**config.mk**
```make
export PLATFORM = sky130hd
export DESIGN_NAME = dio_routing
export DESIGN_NICKNAME = d
export VERILOG_FILES = /design/src/hdl/dio_pkg.sv /design/src/hdl/dio_routing.sv /design/src/hdl/dio_in_select.sv /design/src/hdl/dio_out_route.sv
export SDC_FILE = /design/constraint.sdc
export NUM_CORES = 2
export LEC_CHECK = 0
export ABC_CLOCK_PERIOD_IN_PS = 2800
export BUFFER_PORTS_ARGS = -buffer_cell sky130_fd_sc_hd__buf_2
export CORE_ASPECT_RATIO = 1.1
export CORE_MARGIN = 2
export CORE_UTILIZATION = 29
export DETAILED_ROUTE_END_ITERATION = 10
export SYNTH_ARGS = -nofsm -noshare
export SYNTH_HDL_FRONTEND = slang
export SYNTH_SLANG_ARGS = --single-unit
export TNS_END_PERCENT = 50
```
**constraint.sdc**
```tcl
create_clock -name clk_sys_in -period 2.8 [get_ports clk_sys_in]
set_input_delay 0.14 -clock clk_sys_in [delete_from_list [all_inputs] [get_ports clk_sys_in]]
set_output_delay 0.14 -clock clk_sys_in [all_outputs]
set_load 0.005 [all_outputs]
```
**src/hdl/dio_pkg.sv**
```systemverilog
// Purpose: shared constants and carriers for the digital io routing stage
// Assumes: 32-bit apb register bus, 125 MHz system clock
// Notes:   register offsets are byte addresses of aligned words
package dio_pkg;
   localparam int CLK_HZ            = 125_000_000;
   localparam int SAMPLE_PERIOD_US  = 1000;
   localparam int SAMPLE_CYCLES     = CLK_HZ / 1_000_000 * SAMPLE_PERIOD_US;
   localparam int LED_PERIOD_MS     = 500;
   localparam int LED_SAMPLES       = LED_PERIOD_MS;
   localparam int NUM_IN            = 16;
   localparam int NUM_OUT           = 4;
   localparam int NUM_ROUTE         = 32;

   // register byte offsets
   localparam logic [11:0] OFF_IN_SPECIAL_EN   = 12'h000;
   localparam logic [11:0] OFF_IN_INVERT       = 12'h004;
   localparam logic [11:0] OFF_IN_FORCE_EN     = 12'h008;
   localparam logic [11:0] OFF_IN_FORCE_VAL    = 12'h00c;
   localparam logic [11:0] OFF_IN_ROUTING_EN   = 12'h010;
   localparam logic [11:0] OFF_IN_SUMMARY      = 12'h014;
   localparam logic [11:0] OFF_OUT_WORD        = 12'h020;
   localparam logic [11:0] OFF_OUT_UNUSED      = 12'h024;
   localparam logic [11:0] OFF_OUT_INVERT      = 12'h028;
   localparam logic [11:0] OFF_OUT_MAN_EN      = 12'h02c;
   localparam logic [11:0] OFF_OUT_MAN_VAL     = 12'h030;
   localparam logic [11:0] OFF_OUT_APPLIED     = 12'h034;
   localparam logic [11:0] OFF_OUT_ROUTING_EN  = 12'h038;
   localparam logic [11:0] OFF_LED_CTRL        = 12'h03c;
   localparam logic [11:0] OFF_STATUS          = 12'h040;
   localparam logic [11:0] OFF_IN_ROUTE_BASE   = 12'h100;
   localparam logic [11:0] OFF_OUT_ROUTE_BASE  = 12'h200;

   // source codes for input routing
   localparam logic [7:0] SRC_ZERO      = 8'h00;
   localparam logic [7:0] SRC_PHYS_LAST = 8'h10;
   localparam logic [7:0] SRC_HALL_U    = 8'h41;
   localparam logic [7:0] SRC_ENC_IDX   = 8'h46;
   localparam logic [7:0] SRC_NET       = 8'h48;
   localparam logic [7:0] SRC_INV       = 8'h80;
   localparam logic [7:0] SRC_BASE_MASK = 8'h7f;

   // output routing source codes (high byte)
   localparam logic [7:0] OSRC_ONE      = 8'h00;
   localparam logic [7:0] OSRC_ZERO     = 8'h01;
   localparam logic [7:0] OSRC_PWM      = 8'h10;
   localparam logic [7:0] OSRC_PWM_INV  = 8'h11;
   localparam logic [7:0] CTRL_INV_BIT  = 8'h80;
   localparam int         CTRL_IDX_W    = 5;

   localparam int BIT_BRAKE     = 0;
   localparam int BIT_INTERLOCK = 3;
   localparam int LEVEL_BASE    = 16;

   typedef struct packed {
      logic [2:0] hall;
      logic       enc_a;
      logic       enc_b;
      logic       enc_idx;
      logic       net_active;
      logic       pwm;
   } aux_sig_t;

   typedef struct packed {
      logic       psel;
      logic       penable;
      logic       pwrite;
      logic [11:0] paddr;
      logic [31:0] pwdata;
   } apb_req_t;

   typedef struct packed {
      logic        pready;
      logic        pslverr;
      logic [31:0] prdata;
   } apb_rsp_t;
endpackage

```
**src/hdl/dio_routing.sv**
```systemverilog
// Purpose: digital input and output stage of a motor controller
// Assumes: pins synchronous to clk_sys_in; registers reached over apb
// Notes:   outputs are open drain, enable high pulls the pin low
// What this block does
// - routing enable makes each summary bit come from a selectable source
// - inputs sampled once per millisecond; shorter pulses are seen only if one spans a sample
// - with input routing on, the summary ignores special enable, invert and force
// - enabling input routing preloads table to reproduce previous mapping as if no force were enabled
// - routing entry n drives summary bit n
// - codes 00 zero, 01-10 inputs, 41-46 hall/encoder, 48 network active
// - adding 80 inverts the base source; 80 is constant one
// - interlock bit 3 one permits motion, zero forces fault reaction
// - interlock acts only when special enable bit 3 is set
// - output word bit 16 drives output 1, upward; low bits special
// - output word bit 0 drives the brake output
// - invert bit set makes a one drive a low level
// - manual enable bit takes that output from manual value
// - manual value holds the level for manually controlled outputs
// - the applied output pattern is readable
// - writing one to output routing enable switches to routed outputs
// - led bit 0 enables green, bit 1 red; cleared keeps led off
// - routed output carries its source gated by a control bit
// - routing entry source in bits 15 to 8
// - routing entry control index in bits 4 to 0, bit 7 inverts the control bit
// - with output routing on, invert and manual settings are ignored
//
// Chosen here: the APB slave port and the register offsets.
`timescale 1ns/1ns
module dio_routing #(
   parameter int SAMPLE_CYC = dio_pkg::SAMPLE_CYCLES,
   parameter int N_IN       = dio_pkg::NUM_IN,
   parameter int N_OUT      = dio_pkg::NUM_OUT
) (
   // clock and reset
   input  wire logic                 clk_sys_in,
   input  wire logic                 rst_b_in,
   // apb slave
   input  wire dio_pkg::apb_req_t    apb_in,
   output dio_pkg::apb_rsp_t         apb_out,
   // pins and status sources
   input  wire logic [15:0]          pins_in,
   input  wire dio_pkg::aux_sig_t    aux_in,
   input  wire logic                 fault_in,
   // outputs
   output logic [3:0]                pin_oe_out,
   output logic                      brake_out,
   output logic                      motion_ok_out,
   output logic                      fault_react_out,
   output logic                      led_green_out,
   output logic                      led_red_out
);
   import dio_pkg::*;

   typedef struct packed {
      logic [31:0]   tick_cnt;
      logic [9:0]    led_cnt;
      logic          led_phase;
      logic [15:0]   in_sampled;
      aux_sig_t      aux_sampled;
      logic [31:0]   in_special_en;
      logic [31:0]   in_invert;
      logic [31:0]   in_force_en;
      logic [31:0]   in_force_val;
      logic          in_route_en;
      logic [31:0]   summary;
      logic [31:0]   out_word;
      logic [31:0]   out_invert;
      logic [31:0]   out_man_en;
      logic [31:0]   out_man_val;
      logic          out_route_en;
      logic [1:0]    led_ctrl;
      logic [31:0]   applied;
      logic [3:0]    pin_oe;
      logic          brake;
      logic          motion_ok;
      logic          fault_react;
      logic          led_g;
      logic          led_r;
      apb_rsp_t      rsp;
   } state_t;

   state_t        q;
   state_t        next_q;
   logic [7:0]    in_route [NUM_ROUTE];
   logic [15:0]   out_route [N_OUT];
   logic [31:0]   routed_bits;
   logic [N_OUT-1:0] routed_out;
   logic [31:0]   fixed_bits;
   logic          tick;
   logic          wr_acc;
   logic          rd_acc;
   logic [11:0]   addr;

   assign addr   = apb_in.paddr;
   assign wr_acc = apb_in.psel && apb_in.penable && apb_in.pwrite;
   assign rd_acc = apb_in.psel && !apb_in.penable && !apb_in.pwrite;
   assign tick   = (q.tick_cnt == 32'(SAMPLE_CYC - 1));

   // entry n selects summary bit n
   genvar g;
   generate
      for (g = 0; g < NUM_ROUTE; g++) begin : g_in
         dio_in_select u_sel (
            .code_in (in_route[g]),
            .phys_in (q.in_sampled),
            .aux_in  (q.aux_sampled),
            .bit_out (routed_bits[g])
         );
      end
      for (g = 0; g < N_OUT; g++) begin : g_out
         dio_out_route u_rt (
            .entry_in    (out_route[g]),
            .out_word_in (q.out_word),
            .pwm_in      (q.aux_sampled.pwm),
            .level_out   (routed_out[g])
         );
      end
   endgenerate

   // fixed mapping: level bits and special bits with invert/force
   always_comb begin
      logic [15:0] lv;
      lv = (q.in_sampled & ~q.in_force_en[15:0]) | (q.in_force_val[15:0] & q.in_force_en[15:0]);
      lv = lv ^ q.in_invert[15:0];
      fixed_bits = {lv, lv & q.in_special_en[15:0]};
   end

   // routing tables written over apb; preload on enabling routing
   always_ff @(posedge clk_sys_in or negedge rst_b_in) begin
      if (!rst_b_in) begin
         for (int i = 0; i < NUM_ROUTE; i++) begin
            in_route[i] <= SRC_ZERO;
         end
         for (int i = 0; i < N_OUT; i++) begin
            out_route[i] <= 16'hffff;
         end
      end else begin
         if (wr_acc && addr == OFF_IN_ROUTING_EN && apb_in.pwdata[0] && !q.in_route_en) begin
            for (int i = 0; i < NUM_ROUTE; i++) begin
               in_route[i] <= fixed_bits[i] ? SRC_INV : SRC_ZERO;
            end
            for (int i = 0; i < N_IN && i < 16; i++) begin
               in_route[LEVEL_BASE + i] <= 8'(i + 1) | (q.in_invert[i] ? SRC_INV : 8'h00);
               if (q.in_special_en[i]) begin
                  in_route[i] <= 8'(i + 1) | (q.in_invert[i] ? SRC_INV : 8'h00);
               end
            end
         end else if (wr_acc && addr[11:8] == OFF_IN_ROUTE_BASE[11:8] && addr[7] == 1'b0) begin
            in_route[addr[6:2]] <= apb_in.pwdata[7:0];
         end
         if (wr_acc && addr[11:8] == OFF_OUT_ROUTE_BASE[11:8] && addr[7:2] < 6'(N_OUT)) begin
            out_route[addr[3:2]] <= apb_in.pwdata[15:0];
         end
      end
   end

   always_comb begin
      logic [31:0] drive;
      logic        intl_en;
      next_q = q;
      drive  = 32'h0;
      intl_en = 1'b0;
      next_q.tick_cnt = tick ? 32'h0 : q.tick_cnt + 32'h1;
      if (tick) begin
         next_q.in_sampled  = pins_in;
         next_q.aux_sampled = aux_in;
         next_q.summary = q.in_route_en ? routed_bits : fixed_bits;
         next_q.led_cnt = (q.led_cnt == 10'(LED_SAMPLES - 1)) ? 10'h0 : q.led_cnt + 10'h1;
         if (q.led_cnt == 10'(LED_SAMPLES - 1)) begin
            next_q.led_phase = ~q.led_phase;
         end
      end
      // interlock only with special enable bit 3
      intl_en = q.in_special_en[BIT_INTERLOCK];
      next_q.motion_ok   = !intl_en || q.summary[BIT_INTERLOCK];
      next_q.fault_react = intl_en && !q.summary[BIT_INTERLOCK];
      next_q.led_g = q.led_ctrl[0] && !fault_in && q.led_phase;
      next_q.led_r = q.led_ctrl[1] && fault_in && q.led_phase;

      // output computation
      if (q.out_route_en) begin
         drive = q.out_word;
         drive[LEVEL_BASE +: N_OUT] = routed_out;
      end else begin
         drive = q.out_word ^ q.out_invert;
         drive = (drive & ~q.out_man_en) | (q.out_man_val & q.out_man_en);
      end
      next_q.pin_oe  = ~drive[LEVEL_BASE +: N_OUT];
      next_q.brake   = drive[BIT_BRAKE];
      next_q.applied = drive;

      // apb
      next_q.rsp.pready  = apb_in.psel && !apb_in.penable;
      next_q.rsp.pslverr = 1'b0;
      if (rd_acc) begin
         case (addr)
            OFF_IN_SPECIAL_EN:  next_q.rsp.prdata = q.in_special_en;
            OFF_IN_INVERT:      next_q.rsp.prdata = q.in_invert;
            OFF_IN_FORCE_EN:    next_q.rsp.prdata = q.in_force_en;
            OFF_IN_FORCE_VAL:   next_q.rsp.prdata = q.in_force_val;
            OFF_IN_ROUTING_EN:  next_q.rsp.prdata = {31'h0, q.in_route_en};
            OFF_IN_SUMMARY:     next_q.rsp.prdata = q.summary;
            OFF_OUT_WORD:       next_q.rsp.prdata = q.out_word;
            OFF_OUT_INVERT:     next_q.rsp.prdata = q.out_invert;
            OFF_OUT_MAN_EN:     next_q.rsp.prdata = q.out_man_en;
            OFF_OUT_MAN_VAL:    next_q.rsp.prdata = q.out_man_val;
            OFF_OUT_APPLIED:    next_q.rsp.prdata = q.applied;
            OFF_OUT_ROUTING_EN: next_q.rsp.prdata = {31'h0, q.out_route_en};
            OFF_LED_CTRL:       next_q.rsp.prdata = {30'h0, q.led_ctrl};
            OFF_STATUS:         next_q.rsp.prdata = {30'h0, q.fault_react, q.motion_ok};
            default: begin
               if (addr[11:8] == OFF_IN_ROUTE_BASE[11:8] && addr[7] == 1'b0) begin
                  next_q.rsp.prdata = {24'h0, in_route[addr[6:2]]};
               end else if (addr[11:8] == OFF_OUT_ROUTE_BASE[11:8] && addr[7:2] < 6'(N_OUT)) begin
                  next_q.rsp.prdata = {16'h0, out_route[addr[3:2]]};
               end else begin
                  next_q.rsp.prdata  = 32'h0;
                  next_q.rsp.pslverr = 1'b1;
               end
            end
         endcase
      end
      if (wr_acc) begin
         case (addr)
            OFF_IN_SPECIAL_EN:  next_q.in_special_en = apb_in.pwdata;
            OFF_IN_INVERT:      next_q.in_invert     = apb_in.pwdata;
            OFF_IN_FORCE_EN:    next_q.in_force_en   = apb_in.pwdata;
            OFF_IN_FORCE_VAL:   next_q.in_force_val  = apb_in.pwdata;
            OFF_IN_ROUTING_EN:  next_q.in_route_en   = apb_in.pwdata[0];
            OFF_OUT_WORD:       next_q.out_word      = apb_in.pwdata;
            OFF_OUT_INVERT:     next_q.out_invert    = apb_in.pwdata;
            OFF_OUT_MAN_EN:     next_q.out_man_en    = apb_in.pwdata;
            OFF_OUT_MAN_VAL:    next_q.out_man_val   = apb_in.pwdata;
            OFF_OUT_ROUTING_EN: next_q.out_route_en  = apb_in.pwdata[0];
            OFF_LED_CTRL:       next_q.led_ctrl      = apb_in.pwdata[1:0];
            default: ;
         endcase
      end
   end

   always_ff @(posedge clk_sys_in or negedge rst_b_in) begin
      if (!rst_b_in) begin
         q <= '0;
         q.pin_oe    <= '1;
         q.motion_ok <= 1'b1;
      end else begin
         q <= next_q;
      end
   end

   assign apb_out         = q.rsp;
   assign pin_oe_out      = q.pin_oe;
   assign brake_out       = q.brake;
   assign motion_ok_out   = q.motion_ok;
   assign fault_react_out = q.fault_react;
   assign led_green_out   = q.led_g;
   assign led_red_out     = q.led_r;
endmodule

```
**src/hdl/dio_in_select.sv**
```systemverilog
// Purpose: one routed input summary bit from an 8-bit source code
// Assumes: sources already sampled on the input tick
// Notes:   unknown codes read as zero (one when inverted)
`timescale 1ns/1ns
module dio_in_select (
   // selection
   input  wire logic [7:0]             code_in,
   input  wire logic [15:0]            phys_in,
   input  wire dio_pkg::aux_sig_t      aux_in,
   // result
   output logic                        bit_out
);
   import dio_pkg::*;
   logic [7:0] base;
   logic       raw;
   always_comb begin
      base = code_in & SRC_BASE_MASK;
      raw  = 1'b0;
      if (base >= 8'h01 && base <= SRC_PHYS_LAST) begin
         raw = phys_in[4'(base - 8'h01)];
      end else if (base >= SRC_HALL_U && base <= SRC_ENC_IDX) begin
         case (base - SRC_HALL_U)
            8'h00: raw = aux_in.hall[0];
            8'h01: raw = aux_in.hall[1];
            8'h02: raw = aux_in.hall[2];
            8'h03: raw = aux_in.enc_a;
            8'h04: raw = aux_in.enc_b;
            default: raw = aux_in.enc_idx;
         endcase
      end else if (base == SRC_NET) begin
         raw = aux_in.net_active;
      end
      bit_out = raw ^ code_in[7];
   end
endmodule

```
**src/hdl/dio_out_route.sv**
```systemverilog
// Purpose: one routed output driven by source and gating control bit
// Assumes: control index refers to the low 32 bits of the output word
// Notes:   encoder divider sources are not part of this stage, read as zero
`timescale 1ns/1ns
module dio_out_route (
   // configuration
   input  wire logic [15:0]  entry_in,
   input  wire logic [31:0]  out_word_in,
   input  wire logic         pwm_in,
   // result
   output logic              level_out
);
   import dio_pkg::*;
   logic [7:0] src;
   logic [7:0] ctl;
   logic       gate;
   logic       sig;
   always_comb begin
      src  = entry_in[15:8];
      ctl  = entry_in[7:0];
      gate = out_word_in[ctl[CTRL_IDX_W-1:0]] ^ ctl[7];
      case (src)
         OSRC_ONE:     sig = 1'b1;
         OSRC_ZERO:    sig = 1'b0;
         OSRC_PWM:     sig = pwm_in;
         OSRC_PWM_INV: sig = ~pwm_in;
         default:      sig = 1'b0;
      endcase
      level_out = sig & gate;
   end
endmodule

```
==> results.md <==
* Status: complete, but fails checks
* Failing checks: negative setup slack
* Post-synthesis cell type count at 92
* Critical Path End Type: register
* Final net count at 5519
* H-tree depth at 3
* Row Count at 161
* Dpl ws at -0.357 ns
* Largest net degree at the start of global routing at just under 100
* P per Cell Area at between 400 and 500 mW/mm²
* First-pass GRT wire length at 304000 µm
* VDD IR max at 0.000542 V
* Max Clock Skew at 0.0463 ns
* Cell Count, Final, Fillers Out at 7674
* Post-route ant nets at 0
* Die width at between 400 and 500 µm
* Clock Latency Late Sink at between 0.7 and 0.8 ns
* Final hold violations at 0
* Ys async rst share at 100%
* Max Cap Viol at 0
* Via-to-Cell Ratio at 5.89
* Dpl cell area at 0.0568 mm²
* Primary FF master, synth: dfrtp_1
* Min Tclk post-route at 2.81 ns
* Syn avg cell area at 10.2 µm²
* Worst-Margin Slew at 1.07 ns
* Critical path type: register to register
* Fmax at 356 MHz
* RePlAce Congestion at 0.964
* Reg clk slew, reported paths at 0.06 ns
* Drt first pass iters at 9
* Die footprint at 0.178 mm²
* Slew headroom at between 20% and 30%
* Fillers at 17.4k
* RSZ-0062 raised after global routing: true
* Crit path max-delay cell type: or4_4
* Most frequent cells in the layout: dfrtp_1 (671), buf_4 (464), nand2_1 (458)
* Area delta synth->final at 20.3%
* GR Overflow Total at 0
* IO Pins at 117
* Crit-path max FO at 10
* Final WS setup at -0.0121 ns
* Placed cell count at 7435
* Finished Cell Area at ~0.061 mm²
* Routed wire length at 207000 µm
* Global-route usage over all layers at 22.5%
* Hold Worst Slack at 0.0570 ns
* CTS sink cnt at 753
* Final Util at 35.0%
* CP cell instances: buf_4 > or4_4 > nand2_1 > inv_1 > a2111oi_0 > a211oi_1 > nor3_2 > buf_4 > mux2_2 > a21oi_1
* FF+latch count, synth at 753
* Layout cells sized above 1 at 29.7%
* EDFF count, synth at 0
* Detail Placement HPWL at 143000 µm
* Post-synthesis sequential area ratio at 37.3%
* Num CTS Buffers at 91
* Synth warn at 0
* Drt initial violations at 5285
* Vias in the first global route at between 40k and 50k
* TritonCTS clock tree: done
* Crit path DAT at between 3 and 4 ns
* Final period utilization at 100%
* Element type at the critical path start: register
* Initial antenna violation count at 14
* Max Root-Sink Buffers at 3
* Die height at 443 µm
* Syn Inst Count at 4994
* Final setup violation count at 1
* Detailed-route via count at 45.2k
* LEAKAGE at 25.3 nW
* Placeable Area at approximately 0.17 mm²
* Commonest non-fill, non-tap cell in the layout: dfrtp_1
* Worst hold path type: input pin to asynchronous set/reset pin
* Starting density of the core at about 29%
* Root Buffer: clkbuf_16
* DRC Markers at 0
* Max-slew violations at 0
* Most Frequent Cell on Critical Path: buf_4
* Post-Syn Area at 0.0507 mm²
* Syn_nets at 5198
* Crit-path max cell delay at 0.58 ns
* Required time of the worst setup path at between 3 and 4 ns
* Drt wl/cell at 27.0 µm
* PortBufs at between 100 and 150
[path summary, 6_finish.rpt]
kind,start,endpoint,slack (ns),cells after the start
setup reg to reg,in_route[216]$_DFFE_PN0P_,q[210]$_DFFE_PN0N_,-0.01,10
max in group asynchronous,rst_b_in,in_route[148]$_DFFE_PN0P_,1.70,3
setup / recovery,in_route[216]$_DFFE_PN0P_,q[210]$_DFFE_PN0N_,-0.01,10
hold reg to reg,q[402]$_DFF_PN0_,q[402]$_DFF_PN0_,0.46,1
min in group clk_sys_in,apb_in[4],in_route[156]$_DFFE_PN0P_,0.09,3
hold / removal,rst_b_in,q[265]$_DFFE_PN0P_,0.06,2
[where the power goes]
part | switching [mW] | internal, mW
clock network | 5.16 | 7.32
registers | 0.0624 | 10.9
logic | 0.943 | 0.459
[logic make-up after synthesis]
kind of cell	count (synthesis)	synth area share, %
DFF	753	37.3
muxes	856	24.2
buffers and inverters	584	4.89
and+or+nand+nor	1503	14.6
adders and majority gates	130	3.21
xor gates and xnor gates	135	2.33
AOI/OAI and AO/OA	1033	13.5
[routing by layer]
metal / wire [µm] / share of wire (%) / vias up / track usage (%)
li1: - / - / 19300 / -
met4: 11000 / 5.3 / 8 / 10.1
met5: 43 / 0.021 / - / 0
met2: 93800 / 45 / 2493 / 35.5
met3: 19900 / 9.6 / 583 / 4.86
met1: 82600 / 40 / 22800 / 29.7
[cells in the mapped netlist (13+ instances only)]
| library cell | n | area [µm²] |
|---|---|---|
| a2111oi_0 | 20 | 175 |
| a211oi_1 | 41 | 308 |
| a21oi_1 | 266 | 1330 |
| a221oi_1 | 29 | 254 |
| a222oi_1 | 35 | 350 |
| a22o_1 | 27 | 236 |
| a22oi_1 | 107 | 803 |
| a31oi_1 | 56 | 350 |
| and3_1 | 27 | 169 |
| buf_1 | 29 | 109 |
| buf_2 | 54 | 270 |
| buf_4 | 43 | 323 |
| clkbuf_1 | 335 | 1260 |
| dfrtp_1 | 684 | 17100 |
| dfstp_2 | 69 | 1810 |
| ha_1 | 130 | 1630 |
| inv_1 | 110 | 413 |
| mux2_2 | 352 | 3960 |
| mux2i_1 | 243 | 2430 |
| mux4_2 | 258 | 5810 |
| nand2_1 | 459 | 1720 |
| nand2b_1 | 40 | 250 |
| nand3_1 | 146 | 731 |
| nand3b_1 | 15 | 113 |
| nand4_1 | 32 | 200 |
| nand4b_1 | 22 | 193 |
| nor2_1 | 364 | 1370 |
| nor2b_1 | 24 | 150 |
| nor3_1 | 116 | 581 |
| nor3b_1 | 55 | 413 |
| nor4_1 | 54 | 338 |
| nor4b_1 | 16 | 140 |
| o211ai_1 | 31 | 233 |
| o21ai_0 | 214 | 1070 |
| o21bai_1 | 13 | 97.6 |
| o22ai_1 | 22 | 138 |
| o31ai_1 | 28 | 210 |
| o32ai_1 | 16 | 140 |
| or2_2 | 16 | 100 |
| or3_1 | 19 | 119 |
| or4_1 | 26 | 195 |
| xnor2_1 | 72 | 631 |
| xor2_1 | 63 | 552 |
[registers in the layout (all words and copies together), names as in the netlist]
name,count
apb_out,34
in_route,256
motion_ok_out,1
pin_oe_out,4
led_green_out,1
fault_react_out,1
out_route,64
led_red_out,1
q,391
[what timing repair did]
action	in CTS	in global routing
gates resized for setup	7	65
buffers inserted	0	11
pin swaps	0	22
hold endpoints to repair	498	0
hold buffers	56	0
cloned	0	2
endpoints found under the setup margin	6	15
[stage by stage]
stage / power, mW / setup TNS, ns
after detailed placement: 12.5 / -0.902
final: 24.9 / -0.0121
after global placement: 12.5 / -0.996
after global routing: 25.6 / -0.428
after CTS: 25.1 / -0.130
after floorplan: 11.7 / -0.137
[area by class of cell]
type / instances / area (µm²) / area share (%)
clock inverter: 28 / 410 / 0.673
multi-input combinational: 3657 / 29700 / 48.7
inverter: 112 / 420 / 0.689
sequential: 753 / 18900 / 31.1
tap: 2282 / 2860 / 4.68
timing repair buffer: 700 / 5930 / 9.72
antenna: 2 / 5.00 / 0.00820
clock buffer: 140 / 2730 / 4.48
[worst max-delay path, delay by kind of cell, from the launching register on]
family	cells	cell delay, ns
AO/OA/AOI/OAI	3	0.68
flip-flops	1	0.37
buffers and inverters	3	0.39
multiplexers	1	0.32
AND/OR/NAND/NOR	3	0.98
Note: power is estimated with default switching activity, not from simulation.
